<file path="src/hdl/pump_ctrl_pkg.sv">
package pump_ctrl_pkg;

  // Register addresses
  localparam logic [7:0] ADDR_REG_CTRL = 8'h00;
  localparam logic [7:0] ADDR_PUMP_CTRL = 8'h23;
  localparam logic [7:0] ADDR_CONN_A = 8'h24;
  localparam logic [7:0] ADDR_CONN_B = 8'h25;

  // Field positions
  localparam int ENABLE_BIT = 2;
  localparam int CLKSEL_BIT = 0;
  localparam int RATIO_LSB = 1;
  localparam int ALG_LSB = 3;
  localparam int LONG_DEB_BIT = 5;
  localparam int AUTO_ON_BIT = 6;
  localparam int CONN_A_BITS = 7;
  localparam int CONN_B_LOW_BITS = 5;
  localparam int CONN_B_HV3_BIT = 7;
  localparam int NUM_SINKS = 13;
  localparam int NUM_LV_SINKS = 10;
  localparam int NUM_HV_SINKS = 3;

  // Reset values
  localparam logic [7:0] RESET_BYTE = 8'h00;
  localparam logic [1:0] RESET_FIELD2 = 2'h0;

  // Ratio encodings
  localparam logic [1:0] RATIO_1X = 2'h0;
  localparam logic [1:0] RATIO_1X5 = 2'h1;
  localparam logic [1:0] RATIO_2X = 2'h2;
  localparam logic [1:0] RATIO_NA = 2'h3;

  // Switching algorithm encodings
  localparam logic [1:0] ALG_AUTO_ALL = 2'h0;
  localparam logic [1:0] ALG_AUTO_LIM = 2'h1;
  localparam logic [1:0] ALG_MANUAL = 2'h2;
  localparam logic [1:0] ALG_RSVD = 2'h3;

  // Timing
  localparam longint CLK_PERIOD_PS = 4000;
  localparam longint CLK_FREQ_KHZ = 250000;
  localparam longint DEB_SHORT_US = 240;
  localparam longint DEB_LONG_MS = 2;
  localparam int DEB_SHORT_CYC = int'((DEB_SHORT_US * 1000000) / CLK_PERIOD_PS);
  localparam int DEB_LONG_CYC = int'((DEB_LONG_MS * 1000000000) / CLK_PERIOD_PS);
  localparam int DEB_W = 20;
  localparam longint PUMP_FAST_KHZ = 1000;
  localparam longint PUMP_SLOW_KHZ = 500;
  localparam int HALF_FAST_CYC = int'(CLK_FREQ_KHZ / (2 * PUMP_FAST_KHZ));
  localparam int HALF_SLOW_CYC = int'(CLK_FREQ_KHZ / (2 * PUMP_SLOW_KHZ));
  localparam int DIV_W = 9;
  localparam longint SOFT_STEP_NS = 1000;
  localparam int SOFT_STEP_CYC = int'((SOFT_STEP_NS * 1000) / CLK_PERIOD_PS);
  localparam int SOFT_LEVEL_W = 4;

endpackage : pump_ctrl_pkg

</file>
<file path="src/hdl/pump_soft_start.sv">
`timescale 1ns/10ps
module pump_soft_start #(
  parameter int STEP_CYCLES = pump_ctrl_pkg::SOFT_STEP_CYC,
  parameter int LEVEL_W = pump_ctrl_pkg::SOFT_LEVEL_W
) (
  // Clock and reset
  input wire logic clk_i,
  input wire logic reset_i,
  // Control
  input wire logic start_i,
  input wire logic enable_i,
  // Ramp state
  output logic [LEVEL_W-1:0] level_o,
  output logic busy_o
);
  import pump_ctrl_pkg::*;

  localparam logic [LEVEL_W-1:0] LEVEL_MAX = '1;
  localparam logic [15:0] STEP_LAST = 16'(STEP_CYCLES - 1);

  logic [15:0] step_cnt_reg;

  // Ramp restarts from zero on every trigger, then climbs one level per step
  always_ff @(posedge clk_i or posedge reset_i) begin
    if (reset_i) begin
      level_o <= '0;
      busy_o <= 1'b0;
      step_cnt_reg <= 16'h0000;
    end else if (!enable_i) begin
      level_o <= '0;
      busy_o <= 1'b0;
      step_cnt_reg <= 16'h0000;
    end else if (start_i) begin
      level_o <= '0;
      busy_o <= 1'b1;
      step_cnt_reg <= 16'h0000;
    end else if (busy_o) begin
      if (step_cnt_reg == STEP_LAST) begin
        step_cnt_reg <= 16'h0000;
        level_o <= level_o + 1'b1;
        busy_o <= (level_o != LEVEL_MAX - 1'b1);
      end else begin
        step_cnt_reg <= step_cnt_reg + 16'h0001;
      end
    end
  end

endmodule : pump_soft_start

</file>
<file path="src/hdl/charge_pump_mode_control.sv">
`timescale 1ns/10ps
// What this block does
// - In either automatic setting, watch only sinks whose connection flag is set.
// - Any watched sink low steps the ratio up once debounce has elapsed.
// - Restricted automatic setting never enters the 1:2 ratio.
// - Unflagged sink low indications never cause an up-step.
// - Enable bit 2 of 00h; clear holds 1:1 unless auto turn-on.
// - Bit 0 of 23h selects 1 MHz (0) or 500 kHz (1).
// - Ratio field 2:1; manual writes set it, automatic reads show live ratio.
// - Algorithm field 4:3: auto all, auto limited, manual, reserved.
// - Bit 5 makes first debounce after enable 2ms, else 240us.
// - Bit 6 turns pump on when any connected sink is on.
// - Soft start ramps at turn-on and at every ratio change while the pump is on.
// - 24h bits 0-6 flag four parallel then three colour sinks.
// - 25h bits 0-3 flag hv sinks 1,2 and general 1,2; reset 0.
// - 25h bit 4 flags general sink 3, bit 7 hv sink 3.
// - Hv sinks use hv comparator, all others the lv comparator.
module charge_pump_mode_control #(
  parameter int DEB_SHORT_CYCLES = pump_ctrl_pkg::DEB_SHORT_CYC,
  parameter int DEB_LONG_CYCLES = pump_ctrl_pkg::DEB_LONG_CYC
) (
  // Clock and reset
  input wire logic clk_i,
  input wire logic reset_i,
  // Register port
  input wire logic [7:0] reg_addr_i,
  input wire logic reg_wr_i,
  input wire logic [7:0] reg_wdata_i,
  input wire logic reg_rd_i,
  output logic [7:0] reg_rdata_o,
  // Sink status
  input wire logic [pump_ctrl_pkg::NUM_LV_SINKS-1:0] lv_low_i,
  input wire logic [pump_ctrl_pkg::NUM_HV_SINKS-1:0] hv_low_i,
  input wire logic [pump_ctrl_pkg::NUM_SINKS-1:0] sink_on_i,
  // Pump control
  output logic pump_active_o,
  output logic [1:0] pump_ratio_o,
  output logic pump_clk_o,
  output logic [pump_ctrl_pkg::SOFT_LEVEL_W-1:0] pump_soft_level_o,
  output logic pump_soft_busy_o
);
  import pump_ctrl_pkg::*;

  typedef enum logic [1:0] {ST_OFF, ST_FIRST_DEB, ST_RUN} pump_state_e;

  localparam logic [DEB_W-1:0] DEB_SHORT_LAST = DEB_W'(DEB_SHORT_CYCLES - 1);
  localparam logic [DEB_W-1:0] DEB_LONG_LAST = DEB_W'(DEB_LONG_CYCLES - 1);
  localparam logic [DIV_W-1:0] HALF_FAST_LAST = DIV_W'(HALF_FAST_CYC - 1);
  localparam logic [DIV_W-1:0] HALF_SLOW_LAST = DIV_W'(HALF_SLOW_CYC - 1);

  function automatic logic [1:0] top_ratio(input logic [1:0] alg);
    top_ratio = (alg == ALG_AUTO_LIM) ? RATIO_1X5 : RATIO_2X;
  endfunction : top_ratio

  function automatic logic is_auto(input logic [1:0] alg);
    is_auto = (alg == ALG_AUTO_ALL) || (alg == ALG_AUTO_LIM);
  endfunction : is_auto

  logic enable_reg;
  logic clksel_reg;
  logic [1:0] ratio_field_reg;
  logic [1:0] alg_reg;
  logic long_deb_reg;
  logic auto_on_reg;
  logic [CONN_A_BITS-1:0] conn_a_reg;
  logic [CONN_B_LOW_BITS-1:0] conn_b_reg;
  logic conn_hv3_reg;
  logic [NUM_SINKS-1:0] low_meta_reg;
  logic [NUM_SINKS-1:0] low_sync_reg;
  logic [NUM_SINKS-1:0] conn_vec;
  logic [NUM_SINKS-1:0] low_vec;
  logic pump_on_next;
  pump_state_e state_reg;
  logic [DEB_W-1:0] deb_cnt_reg;
  logic [DEB_W-1:0] deb_last;
  logic watch;
  logic step_up;
  logic [1:0] manual_target;
  logic [1:0] ratio_next;
  logic [DIV_W-1:0] div_cnt_reg;
  logic [DIV_W-1:0] div_last;
  logic soft_trigger;
  logic wr_ctrl;
  logic wr_pump;

  // Sink order: par0-3, colour1-3, hv1, hv2, gen1-3, hv3
  assign conn_vec = {conn_hv3_reg, conn_b_reg, conn_a_reg};
  assign low_vec = {hv_low_i[2], lv_low_i[9:7], hv_low_i[1:0], lv_low_i[6:0]};

  assign wr_ctrl = reg_wr_i && (reg_addr_i == ADDR_REG_CTRL);
  assign wr_pump = reg_wr_i && (reg_addr_i == ADDR_PUMP_CTRL);

  // Register writes
  always_ff @(posedge clk_i or posedge reset_i) begin
    if (reset_i) begin
      enable_reg <= 1'b0;
    end else if (wr_ctrl) begin
      enable_reg <= reg_wdata_i[ENABLE_BIT];
    end
  end

  always_ff @(posedge clk_i or posedge reset_i) begin
    if (reset_i) begin
      clksel_reg <= 1'b0;
      ratio_field_reg <= RESET_FIELD2;
      alg_reg <= RESET_FIELD2;
      long_deb_reg <= 1'b0;
      auto_on_reg <= 1'b0;
    end else if (wr_pump) begin
      clksel_reg <= reg_wdata_i[CLKSEL_BIT];
      ratio_field_reg <= reg_wdata_i[RATIO_LSB +: 2];
      alg_reg <= reg_wdata_i[ALG_LSB +: 2];
      long_deb_reg <= reg_wdata_i[LONG_DEB_BIT];
      auto_on_reg <= reg_wdata_i[AUTO_ON_BIT];
    end
  end

  always_ff @(posedge clk_i or posedge reset_i) begin
    if (reset_i) begin
      conn_a_reg <= RESET_BYTE[CONN_A_BITS-1:0];
      conn_b_reg <= RESET_BYTE[CONN_B_LOW_BITS-1:0];
      conn_hv3_reg <= 1'b0;
    end else if (reg_wr_i && reg_addr_i == ADDR_CONN_A) begin
      conn_a_reg <= reg_wdata_i[CONN_A_BITS-1:0];
    end else if (reg_wr_i && reg_addr_i == ADDR_CONN_B) begin
      conn_b_reg <= reg_wdata_i[CONN_B_LOW_BITS-1:0];
      conn_hv3_reg <= reg_wdata_i[CONN_B_HV3_BIT];
    end
  end

  // Register reads, one cycle latency
  always_ff @(posedge clk_i or posedge reset_i) begin
    if (reset_i) begin
      reg_rdata_o <= RESET_BYTE;
    end else if (reg_rd_i) begin
      case (reg_addr_i)
        ADDR_REG_CTRL: reg_rdata_o <= 8'(enable_reg) << ENABLE_BIT;
        ADDR_PUMP_CTRL: reg_rdata_o <= {1'b0, auto_on_reg, long_deb_reg, alg_reg,
          (is_auto(alg_reg) ? pump_ratio_o : ratio_field_reg), clksel_reg};
        ADDR_CONN_A: reg_rdata_o <= {1'b0, conn_a_reg};
        ADDR_CONN_B: reg_rdata_o <= {conn_hv3_reg, 2'b00, conn_b_reg};
        default: reg_rdata_o <= RESET_BYTE;
      endcase
    end
  end

  // Comparator levels are asynchronous to this clock
  always_ff @(posedge clk_i or posedge reset_i) begin
    if (reset_i) begin
      low_meta_reg <= '0;
      low_sync_reg <= '0;
    end else begin
      low_meta_reg <= low_vec;
      low_sync_reg <= low_meta_reg;
    end
  end

  // Pump on/off
  assign pump_on_next = enable_reg || (auto_on_reg && |(sink_on_i & conn_vec));

  always_ff @(posedge clk_i or posedge reset_i) begin
    if (reset_i) begin
      pump_active_o <= 1'b0;
    end else begin
      pump_active_o <= pump_on_next;
    end
  end

  // Startup state: long first debounce tracked until the first up-step
  always_ff @(posedge clk_i or posedge reset_i) begin
    if (reset_i) begin
      state_reg <= ST_OFF;
    end else if (!pump_active_o) begin
      state_reg <= ST_OFF;
    end else begin
      case (state_reg)
        ST_OFF: state_reg <= long_deb_reg ? ST_FIRST_DEB : ST_RUN;
        ST_FIRST_DEB: state_reg <= step_up ? ST_RUN : ST_FIRST_DEB;
        ST_RUN: state_reg <= ST_RUN;
        default: state_reg <= ST_OFF;
      endcase
    end
  end

  // Debounce of watched low indications
  assign deb_last = (state_reg == ST_FIRST_DEB) ? DEB_LONG_LAST : DEB_SHORT_LAST;
  assign watch = pump_active_o && (state_reg != ST_OFF) && is_auto(alg_reg)
    && (pump_ratio_o < top_ratio(alg_reg))
    && |(low_sync_reg & conn_vec);
  assign step_up = watch && (deb_cnt_reg == deb_last);

  always_ff @(posedge clk_i or posedge reset_i) begin
    if (reset_i) begin
      deb_cnt_reg <= '0;
    end else if (!watch || step_up) begin
      deb_cnt_reg <= '0;
    end else begin
      deb_cnt_reg <= deb_cnt_reg + 1'b1;
    end
  end

  // Ratio selection
  assign manual_target = (ratio_field_reg == RATIO_NA) ? RATIO_1X : ratio_field_reg;

  always_comb begin
    ratio_next = pump_ratio_o;
    if (!pump_active_o) begin
      ratio_next = RATIO_1X;
    end else if (alg_reg == ALG_MANUAL) begin
      ratio_next = manual_target;
    end else if (step_up) begin
      ratio_next = pump_ratio_o + 2'h1;
    end
  end

  always_ff @(posedge clk_i or posedge reset_i) begin
    if (reset_i) begin
      pump_ratio_o <= RATIO_1X;
    end else begin
      pump_ratio_o <= ratio_next;
    end
  end

  // Pump clock divider
  assign div_last = clksel_reg ? HALF_SLOW_LAST : HALF_FAST_LAST;

  always_ff @(posedge clk_i or posedge reset_i) begin
    if (reset_i) begin
      div_cnt_reg <= '0;
      pump_clk_o <= 1'b0;
    end else if (!pump_active_o) begin
      div_cnt_reg <= '0;
      pump_clk_o <= 1'b0;
    end else if (div_cnt_reg >= div_last) begin
      div_cnt_reg <= '0;
      pump_clk_o <= !pump_clk_o;
    end else begin
      div_cnt_reg <= div_cnt_reg + 1'b1;
    end
  end

  // Soft start on turn-on and ratio change
  assign soft_trigger = (pump_on_next && !pump_active_o)
    || (pump_active_o && ratio_next != pump_ratio_o);

  pump_soft_start #(
    .STEP_CYCLES(SOFT_STEP_CYC),
    .LEVEL_W(SOFT_LEVEL_W)
  ) u_soft_start (
    .clk_i(clk_i),
    .reset_i(reset_i),
    .start_i(soft_trigger),
    .enable_i(pump_on_next),
    .level_o(pump_soft_level_o),
    .busy_o(pump_soft_busy_o)
  );
endmodule : charge_pump_mode_control

</file>
<file path="config.mk">
export PLATFORM = sky130hd
export DESIGN_NAME = charge_pump_mode_control
export DESIGN_NICKNAME = d
export VERILOG_FILES = /design/src/hdl/pump_ctrl_pkg.sv /design/src/hdl/pump_soft_start.sv /design/src/hdl/charge_pump_mode_control.sv
export SDC_FILE = /design/constraint.sdc
export NUM_CORES = 1
export LEC_CHECK = 0
export ABC_CLOCK_PERIOD_IN_PS = 4600
export BUFFER_PORTS_ARGS = -buffer_cell sky130_fd_sc_hd__buf_2
export CAP_MARGIN = 15
export CORE_UTILIZATION = 58
export CTS_BUF_LIST = sky130_fd_sc_hd__clkbuf_8
export CTS_CLUSTER_DIAMETER = 100
export DETAILED_ROUTE_END_ITERATION = 16
export PLACE_DENSITY = 0.77
export SYNTH_ARGS = -nofsm -noshare
export SYNTH_HDL_FRONTEND = slang
export SYNTH_SLANG_ARGS = --single-unit
</file>
<file path="constraint.sdc">
create_clock -name clk_i -period 4.6 [get_ports clk_i]
set_input_delay 0.46 -clock clk_i [delete_from_list [all_inputs] [get_ports clk_i]]
set_output_delay 0.46 -clock clk_i [all_outputs]
set_load 0.01 [all_outputs]
</file>
After elaboration in Yosys (flattened, before gate mapping)
Index checks and enable logic that the tools add are counted.
Storage, ports and cells
  bits in writable memories: 0
  bits in read-only memories: 0
  output and inout port bits: 17
  input port bits: 46
  register bits after elaboration: 111
  bits in latches: 0
  memories kept: 0
  logic and storage cells: 103
Operators by class
  reduce and logical (&&, ||, !) cells: 27
  bitwise logic cells: 3
  shift-type cells: 0
  multipliers: 0
  divide/modulo/power cells: 0
  $lt $le $gt $ge: 2
  mux-type cells: 30
  equality and inequality tests: 15
  add/sub/neg operators: 5
Operator list (count)
  $mux 16: 4
  $pmux 8 s4: 1
  $and 13x13->13: 2
  $reduce_or 13->1: 2
  $eq 8x6->1 const B: 3
  $add 20x1->20 const B: 1
  $eq 20x19->1: 1
  $mux 20: 1
  $mux 19: 1
  $mux 2: 9
  $mux 9: 2
  $add 16x1->16 const B: 1
  $eq 16x8->1 const B: 1
  $mux 4: 4
  $logic_and 1x1->1: 12
  $add 9x1->9 const B: 1
  $ge 9x8->1: 1
  $logic_not 8->1: 1
  $mux 8: 1
  $eq 2x2->1 const B: 3
  $mux 1: 6
  $ne 3x1->1 const B: 2
  $pmux 2 s3: 1
  $add 4x1->4 const B: 1
  other kinds (12): 20

Longest topological paths before layout
Gate-level depths: netlist of run 1.
  depth after elaboration: 14
  mapped depth: 8
  gate-level depth less buffers: 7

Cells and area by module
A second synthesis of run 1 with hierarchy kept.
Unflattened totals
  cells, all modules: 456
  area, all modules: 5088.6 um2
Modules (own cells, without submodules)
  charge_pump_mode_control: area each 3915.0 um2, cells an instance 332, instances 1, seq. area each 2252.2 um2
  pump_soft_start: area each 1173.6 um2, cells an instance 124, instances 1, seq. area each 525.5 um2

Least setup slack after synthesis of run 1
Ideal clock, no wire load.
  path type: input port to flip-flop
  start point: input port reg_addr_i[4]
  end point: register alg_reg[0]
  path slack: 2383 ps
  arrival: 2093 ps
  path buffers: 1
  stages on the path: 5
  library setup time: 125 ps
  required time: 4475 ps
  cells stage by stage: or4_1 > clkbuf_1 > nor4_4 > nand2_1 > mux2_2
On the way
  word-level cells in the longest chain between the ends: 2
Ends and longest elaborated chain
  start: declaration: line charge_pump_mode_control.sv:26  | input wire logic [7:0] reg_addr_i,
  $eq 8x6->1: line charge_pump_mode_control.sv:91  | assign wr_pump = reg_wr_i && (reg_addr_i == ADDR_PUMP_CTRL);
  $logic_and 1x1->1: line charge_pump_mode_control.sv:91
  end signal: assignment: line charge_pump_mode_control.sv:112  | alg_reg <= reg_wdata_i[ALG_LSB +: 2];
  end: declaration: line charge_pump_mode_control.sv:62  | logic [1:0] alg_reg;
No other way between the ends.
A chain may end at the register's enable or synchronous reset.

Worst setup path in the final report of run 1
  start point: register u_soft_start.step_cnt_reg[8]
  end point: register u_soft_start.level_o[3]
On the way
  word-level cells in the longest chain between the ends: 3
Ends and longest elaborated chain
  start: declaration: line pump_soft_start.sv:21  | logic [15:0] step_cnt_reg;
  start signal: assignment: line pump_soft_start.sv:43  | step_cnt_reg <= step_cnt_reg + 16'h0001;
  $eq 16x8->1: line pump_soft_start.sv:38  | if (step_cnt_reg == STEP_LAST) begin
  $ne 3x1->1 (no source line)
  $reduce_and 2->1 (no source line)
  end signal: assignment: line pump_soft_start.sv:40  | level_o <= level_o + 1'b1;
  end: declaration: line pump_soft_start.sv:13  | output logic [LEVEL_W-1:0] level_o,
No other way between the ends.

==> results by stage, run 1 <==
Worst hold path:
- In this run the worst hold path is classified as primary input to flip-flop.

Yosys:
- Ranked by instance count, the synthesized netlist is headed by dfrtp_1 (111), nor2_1 (49), nor3_1 (33).
- After synthesis, flip-flops and latches occupy between 50% and 60% of the total area.
- After synthesis, the cell types taking the most area are dfrtp_1 (55%), mux2_2 (5.1%), nor2_1 (3.6%).
- Yosys printed 0 warnings.
- The cell count after synthesis came out at 467.
- The fraction of registers with async set/reset is between 90% and 100%.
- The dominant cell by count in the synthesized netlist is dfrtp_1.
- The number of nets in the synthesized netlist is 522.
- The average size of a mapped cell is approximately 11 µm².
- Summed over all instances, the cell type with the most area after synthesis is dfrtp_1.
- The cell area after technology mapping is between 5000 and 6000 µm².
- The distinct cell type count of the synthesized netlist is 53.
- The fraction of post-synthesis cell area in the top cell type by area is approximately 55%.
- Synthesis inferred 111 register bits.
- The number of synthesized flops with an enable pin is 0.
- The primary flip-flop cell chosen by synthesis mapping is dfrtp_1.

Worst setup path:
- The arrival time at the worst endpoint is 2.94 ns.
- STA classifies the critical path startpoint as a flip-flop.
- The start-to-end type of the worst setup path is flip-flop to flip-flop.
- Along the worst path, the maximum fanout reaches 18.
- On the critical path, the stage with the largest delay is an instance of nor4_4.
- STA puts the critical path data required time at just under 5 ns.
- The worst setup path is captured at a flip-flop.
- Setup slack on the worst reg-to-reg path comes out at around 2 ns.
- Walking the worst path, the cells encountered are or4b_1 -> nor4_4 -> nand2_2 -> or3_1 -> a211oi_2.
- The delay of the slowest cell on the worst path is 0.78 ns.

Timing:
- The maximum achievable frequency is 0.377 GHz.
- The final count of hold timing violations is 0.
- The setup TNS is 0 ns.
- At the pin with the least slew margin, the transition time is 0.988 ns.
- The shortest period the worst path allows is 2.65 ns.
- After layout, the worst setup slack is 1.95 ns.
- The setup skew after layout is between 0.02 and 0.025 ns.
- The total of endpoints with negative setup slack in the final report is 0.
- The number of max-slew violations in the final report is 0.
- The post-route clock period utilization is 57.6%.
- The relative max-transition margin is between 30% and 40%.
- Setup repair after global routing left no endpoint under its margin.

Drt:
- The remaining number of nets flagged by the antenna check after routing is 0.
- The post-detailed-route wirelength per cell is 17.0 µm.
- For this run, design rule violations remaining after detail routing come to 0.
- The wire length on met2 is ~5600 µm.
- The final layout contains routed wiring with a total length of around 11000 µm.
- After the first detailed-routing iteration, the DRC count stood at about 130.
- Detailed routing placed a total of 409 µm of wire on met3.
- The highest routed metal layer is met4.
- The routed length on met1 is 4750 µm.
- The total via count after detailed routing is between 3k and 4k.
- The detailed-router iteration count before antenna repair is 4.
- In the routed layout, each cell is associated on average with a via count of 5.97.

Floorplan:
- In this run the core area contains 33 standard-cell rows.
- The starting density of the core is about 61%.
- The floorplan core area is 8340 µm².
- The vertical die dimension is roughly 96 µm.
- Pin placement for this block handled 63 I/O pins.
- The die width is approximately 96 µm.
- The floorplan step defined a die boundary enclosing approximately 9200 µm².

Pwr:
- The power density of the placed cells is just under 300 nW/µm².
- Per report_power, the combinational group accounts for under 10% of the total.
- The worst supply voltage drop on vdd is a little over 0.0002 V.
- The sequential group share of total power is approximately 60%.
- Net switching is a little over a quarter of the power.
- In this run the static leakage power is between 2 and 2.5 nW.
- The analysis attributes to net switching a power of 0.000444 W.
- The internal power of the cells totals around 0.0013 W.
- The clock share of power is 33.7%.

Clock tree:
- The maximum buffer depth of the clock tree is 2.
- The clock insertion delay at the later pin of the skew report is 0.37 ns.
- The number of levels in the clock H-tree is 3.
- Buffers inserted during clock tree synthesis total 9.
- The cell sitting at the root of the clock tree is a clkbuf_8.
- TritonCTS built the clock tree.
- Clock-pin slew was measured on the worst setup and hold paths at about 0.12 ns.
- Hold repair after CTS inserted 0 buffers.
- Post-CTS timing repair inserted 0 buffers for setup.
- The post-cts sizing count is 0.
- Counting every sink on the clock net gives about 110.

Global route:
- The first global-routing pass estimated roughly 18000 µm of wire.
- The largest net degree at the start of global routing is between 80 and 90.
- The via count of the first global-routing pass is between 3k and 4k.
- The initial antenna violation count is 0.
- The global-route congestion overflow total is 0.
- For this run, the total global-route usage over all layers was measured as approximately 26%.

Place:
- Summed over all nets, the half-perimeter wirelength after detailed placement is approximately 7400 µm.
- The number of buffers added on ports is 62.
- After detailed placement, the total cell area comes to 5520 µm².
- The weighted congestion reported at the end of routability-driven placement is around 0.84.
- The post-place setup slack is ~2 ns.

Layout:
- Summing all multi-input logic gate instances after layout gives 2190 µm².
- The layout overhead on the synthesized area is 12.4%.
- The register cell area after layout is 2780 µm².
- The number of nets in the final layout is 589.
- The register with the most flip-flops in the layout has 20 of them.
- The number of antenna diodes in the final layout is 0.
- Once layout is done, the placed cells without fillers occupy 5730 µm².
- The number of fill cells is roughly 650.
- Of the cells placed in the final design, the portion with a size suffix greater than 1 is between 20 and 25%.

Job:
- The tool flagged a number of max-cap violations equal to 0.

Outcome:
- The flow ran to the end, and the final reports show no timing, DRC or antenna violations.
cells by family after synthesis:
logic type / Yosys count / share of synthesized area [%]
simple gates: 184 / 19.4
flops: 111 / 54.5
compound gates: 77 / 10.8
buf+inv: 31 / 2.36
xor+xnor: 30 / 5.16
mux: 25 / 5.48
fa+ha+maj: 9 / 2.21
final timing paths:
check | cells past startpoint | endpoint | from
max reg2reg | 5 | u_soft_start.level_o[3]$_DFFE_PP0P_ | u_soft_start.step_cnt_reg[8]$_DFFE_PP0P_
min in group asynchronous | 2 | u_soft_start.level_o[0]$_DFFE_PP0P_ | reset_i
max in group asynchronous | 3 | enable_reg$_DFFE_PP0P_ | reset_i
min | 1 | low_meta_reg[4]$_DFF_PP0_ | lv_low_i[4]
min reg2reg | 0 | low_sync_reg[10]$_DFF_PP0_ | low_meta_reg[10]$_DFF_PP0_
max | 5 | u_soft_start.level_o[3]$_DFFE_PP0P_ | u_soft_start.step_cnt_reg[8]$_DFFE_PP0P_
critical path: cells and delay by family, from the launching register on:
family | cells | cell delay (ns)
AOI/OAI and AO/OA | 1 | 0.21
and+or+nand+nor | 4 | 1.93
DFF | 1 | 0.46
placed cells by master, fill, tap and decap left out, drive strengths merged, types with 4 or more instances in the layout:
cell / Yosys / layout
nor4: 17 / 17
buf: 3 / 65
xor2: 12 / 12
clkinv: 0 / 6
nand2: 27 / 27
nand2b: 4 / 4
mux2: 23 / 23
a22oi: 21 / 21
o2bb2ai: 6 / 6
o21ai: 17 / 17
xnor2: 18 / 18
and3: 9 / 9
nand4: 10 / 10
nand3: 19 / 19
a21oi: 11 / 11
inv: 22 / 23
nor3: 33 / 33
clkbuf: 6 / 9
dfrtp: 111 / 111
nor2: 49 / 49
ha: 9 / 9
area by class of cell:
type | count | share of cell area, %
clock buffer | 9 | 2.16
clock inverter | 7 | 1.40
timing repair buffer | 65 | 5.81
inverter | 22 | 1.49
sequential | 111 | 48.5
multi-input combinational | 325 | 38.3
tap | 105 | 2.29
power groups by stage:
| stage | Sequential [W] | Combinational (W) | Clock (W) |
|---|---|---|---|
| after floorplan | 0.00103 | 0.0000595 | 0 |
| after global placement | 0.00104 | 0.000101 | 0 |
| after detailed placement | 0.00104 | 0.000104 | 0 |
| after CTS | 0.00102 | 0.000106 | 0.000588 |
| after global routing | 0.00102 | 0.000116 | 0.000620 |
| final | 0.00102 | 0.000104 | 0.000570 |
metal layers:
metal  up-vias  GRT usage, %
met3        13          4.19
met2        95          45.4
met4         0          6.34
li1       1840             -
met5         -             0
met1      1896          33.4
through the flow:
stage / total power, W / hold slack [ns] / utilization [%] / instances
3_3_place_gp: 0.00114 / 0.332 / 66.2 / 628
2_1_floorplan: 0.00109 / 0.331 / - / 467
5_1_grt: 0.00176 / 0.162 / 68.6 / 644
6_report: 0.00169 / 0.179 / 68.6 / 644
3_5_place_dp: 0.00114 / 0.335 / 66.2 / 628
4_1_cts: 0.00171 / 0.170 / 68.6 / 644
No activity file was read; power rests on OpenSTA's default activity.
==> run 2, diff against run 1 <==
ABC_AREA = 1   (was unset)
ABC_CLOCK_PERIOD_IN_PS = 2750   (was 4600)
PLACE_DENSITY = 0.76   (was 0.77)
clock period = 2.75 ns   (was 4.6 ns; I/O delays follow)
==> run 2 against run 1 <==
- worst hold slack lost 0.16 ns
- sequential power grew 68%
- sequential share of layout area shrank 4.2 points
- utilization shrank 0.52 points
- critical path depth grew 13
- cell count grew 32%
- critical path type unchanged
- largest power group unchanged
==> results by stage, run 2 <==
Worst hold path:
- The tightest min-delay check is of the primary input to asynchronous set/reset pin type.

Yosys:
- The post-synthesis net count is 710 (+36%).
- The register bit count reported by yosys was 111 (unchanged).
- The largest total area in the synthesized netlist belongs to dfrtp_1.
- The cell area after technology mapping is 5490 µm² (+7.7%).
- The part of the Yosys area used for sequential elements is 50.6% (-3.9 points).
- By instance count, the leading cell after synthesis is nand2_1.
- In the synthesized netlist the dominant register cell turns out to be dfrtp_1.
- Ranked by total cell area, the synthesized netlist is headed by dfrtp_1 (51%), nand2_1 (11%), inv_1 (5.2%).
- The synthesis warning total is 0 (unchanged).
- By count the netlist is led by nand2_1 (167), dfrtp_1 (111), inv_1 (76).
- The number of synthesized flops with an enable pin was 0 (unchanged).
- The fraction of post-synthesis cell area in the top cell type by area is 50.6% (-3.9 points).
- The post-synthesis instance total is 655 (+40%).
- The distinct cell type count of the synthesized netlist is 41 (-23%).
- The fraction of registers with async set/reset is 100% (unchanged).
- The average size of a mapped cell was 8.38 µm² (-23%).

Pwr:
- The total leakage power is 3.03 nW (+22%).
- The clock share of power is 33.4% (-0.3 points).
- The fraction of power spent switching nets is 27.2% (+1.0 points).
- The sequential group share of total power is 58.8% (-1.4 points).
- The power density of the placed cells was 465 nW/µm² (+57%).
- The worst supply voltage drop on vdd is 0.000348 V (+71%).
- The internal power of the cells is 0.00212 W (+69%).
- The switching component of the power is 0.000791 W (+78%).
- The logic gate share of total power is 7.8% (+1.6 points).

Drt:
- The final routed DRC violation total came to 0 (unchanged).
- The post-detailed-route wirelength per cell was 13.5 µm (-20%).
- The post-detailed-routing wire length came to 11500 µm (+5.3%).
- The first-iteration detailed-routing DRC count is 159 (+20%).
- The detailed-router iteration count before antenna repair was 5 (+1).
- The total via count after detailed routing is 4558 (+19%).
- The via density per instance came to 5.35 (-10%).
- The remaining number of nets flagged by the antenna check after routing is 0 (unchanged).

Place:
- The post-place setup slack is 0.380 ns (-1.60 ns).
- The weighted congestion reported at the end of routability-driven placement is 0.888 (+5.5%).
- The number of buffers added on ports came to 62 (unchanged).
- The HPWL reported at the end of detailed placement is 8400 µm (+13%).

Clock tree:
- The total setup buffers inserted after CTS is 0 (unchanged).
- The clock buffer count from CTS came to 9 (unchanged).
- The number of levels in the clock H-tree is 3 (unchanged).
- The clock insertion delay at the later pin of the skew report is 0.38 ns (about the same).
- The total clock sinks was 111 (unchanged).
- The number of buffers added to fix hold violations after cts is 13 (+13).
- The post-cts sizing count is 0 (unchanged).
- The maximum buffer depth of the clock tree is 2 (unchanged).
- The clock slew seen by the registers of the worst setup and hold paths is 0.12 ns (about the same).
- TritonCTS built the clock tree.
- Clock tree synthesis selected as its root buffer the cell clkbuf_8.

Worst setup path:
- The worst setup path is launched from a flip-flop.
- In this run the critical register-to-register path is launched from deb_cnt_reg[0]$_DFF_PP0_.
- The required time at the endpoint of the critical path is 3.06 ns (-1.83 ns).
- The arrival time at the worst endpoint is 2.69 ns (-0.25 ns).
- The maximum fanout count along the critical path is 29 (+11).
- The worst setup path is captured at a flip-flop.
- The delay of the slowest cell on the worst path is 0.39 ns (-0.39 ns).
- The worst setup path is of the flip-flop to flip-flop kind.
- In this run the worst setup path begins at deb_cnt_reg[0]$_DFF_PP0_.
- The cell that appears most often on the critical path is nand2_1.
- The slowest stage of the critical path is the dfrtp_1 cell.
- The signal on the critical path passes through ha_1 -> nand2_1 -> nor2_2 -> inv_1 -> a21oi_1 -> nand2_1 -> nor2_2 -> nand2_1 -> nand2_1 -> nand2_1 -> nand2_1 -> nand2_1 -> nand2_2 -> nand4_4 -> nor2_4 -> buf_4 -> nand2_1 -> o21ai_2.

Timing:
- The final count of hold timing violations is 0 (unchanged).
- The slew at the pin with the worst max-slew slack is 0.788 ns (-0.200 ns).
- The relative max-transition margin came to 47.4% (+13 points).
- The total of endpoints with negative setup slack in the final report is 0 (unchanged).
- The slack of the critical path is 0.370 ns (-1.58 ns).
- The number of max-slew violations in the final report is 0 (unchanged).
- The maximum achievable frequency was 0.420 GHz (+11%).
- The setup TNS is 0 ns (unchanged).
- The shortest period the worst path allows is 2.38 ns (-0.272 ns).
- The setup skew after layout was 0.0121 ns (-0.00947 ns).
- The post-route clock period utilization is 86.5% (+29 points).
- Setup repair after global routing left no endpoint under its margin.

Floorplan:
- The die width is 99.3 µm (+3.7%).
- The floorplan die area is 9850 µm² (+7.6%).
- The vertical die dimension is 99.3 µm (+3.7%).
- The number of primary I/O pins is 63 (unchanged).
- The floorplan core area was 9200 µm² (+10%).
- The number of rows created at floorplan is 35 (+6.1%).
- The starting density of the core is 59.7% (-1.4 points).

Global route:
- The largest net degree at the start of global routing came to 64 (-21%).
- The initial antenna violation count came to 0 (unchanged).
- The overall routing resource usage was 25.7% (about the same).
- The via count of the first global-routing pass is 4499 (+20%).
- The wire length of the first global-routing pass was 20200 µm (+13%).
- The global-route congestion overflow total is 0 (unchanged).

Layout:
- The utilization after layout is 68.1% (-0.52 points).
- The top cell types in the final layout, fill and taps aside, are nand2_1 (167), dfrtp_1 (111), inv_1 (75).
- The number of nets in the final layout came to 791 (+34%).
- The layout overhead on the synthesized area is 14.2%.
- The library cell used most frequently in the layout, excluding fill and tap cells, is nand2_1.
- The antenna cell count is 0 (unchanged).
- The flip-flop count of the largest register, all copies and words added is 20 (unchanged).
- The fraction of final layout cells with drive strength greater than 1 is 15.5% (-6.4 points).

Job:
- The count of maximum capacitance violations came to 0 (unchanged).

Outcome:
- The run finished with clean final reports.
-- run 2: path summary, 6_finish.rpt --
check,to,slack (ns),cells past startpoint
setup / recovery,u_soft_start.step_cnt_reg[12]$_DFFE_PP0P_,0.37,18
hold / removal,low_sync_reg[4]$_DFF_PP0_,0.02,2
setup reg to reg,u_soft_start.step_cnt_reg[12]$_DFFE_PP0P_,0.37,18
hold reg to reg,low_sync_reg[12]$_DFF_PP0_,0.36,0
max in group asynchronous,u_soft_start.step_cnt_reg[11]$_DFFE_PP0P_,1.96,3
min in group clk_i,conn_hv3_reg$_DFFE_PP0P_,0.12,2
-- run 2: per-layer routing --
metal	up-vias	wire length (µm)	share of wire (%)	track usage, %
met3	19	526	4.6	4.92
met2	122	5580	49	42.6
met5	-	0	0	0
li1	2292	-	-	-
met1	2125	5200	45	33.7
met4	0	191	1.7	10.1
-- run 2: area by class of cell --
type                       instances  area (µm²)
tap                              111         139
multi-input combinational        450        2330
sequential                       111        2780
clock buffer                       9         124
clock inverter                     7        77.6
timing repair buffer              83         513
fill                             761        2930
inverter                          81         308
-- run 2: per-stage QoR --
stage	power [W]	cell area, µm²	hold WS (ns)	instances
after floorplan	0.00187	5490	0.306	655
after global placement	0.00195	5930	0.332	823
after detailed placement	0.00196	5930	0.335	823
after CTS	0.00294	6260	0.0246	852
after global routing	0.00304	6260	0.0580	852
final	0.00291	6260	0.0174	852
-- run 2: cells by family after synthesis --
group                      count (synthesis)  synth area share (%)
buffers and inverters                     94                  6.98
AOI/OAI and AO/OA                         89                  9.85
and+or+nand+nor                          330                  26.9
muxes                                      1                 0.205
adders and majority gates                  9                  2.05
xor gates and xnor gates                  21                  3.35
DFF                                      111                  50.6
-- run 2: power by group through the flow --
stage / Clock [W] / Sequential (W) / Combinational, W
floorplan: 0 / 0.00173 / 0.000130
global placement: 0 / 0.00174 / 0.000209
global route: 0.00106 / 0.00172 / 0.000260
detailed placement: 0 / 0.00174 / 0.000215
finish: 0.000973 / 0.00171 / 0.000227
CTS: 0.00100 / 0.00171 / 0.000230
-- run 2: critical path, delay by kind of cell, from the launching register on --
family	cells	cell delay (ns)
DFF	1	0.39
and+or+nand+nor	13	1.18
adders and majority gates	1	0.18
AOI/OAI and AO/OA	2	0.19
buffers and inverters	2	0.37
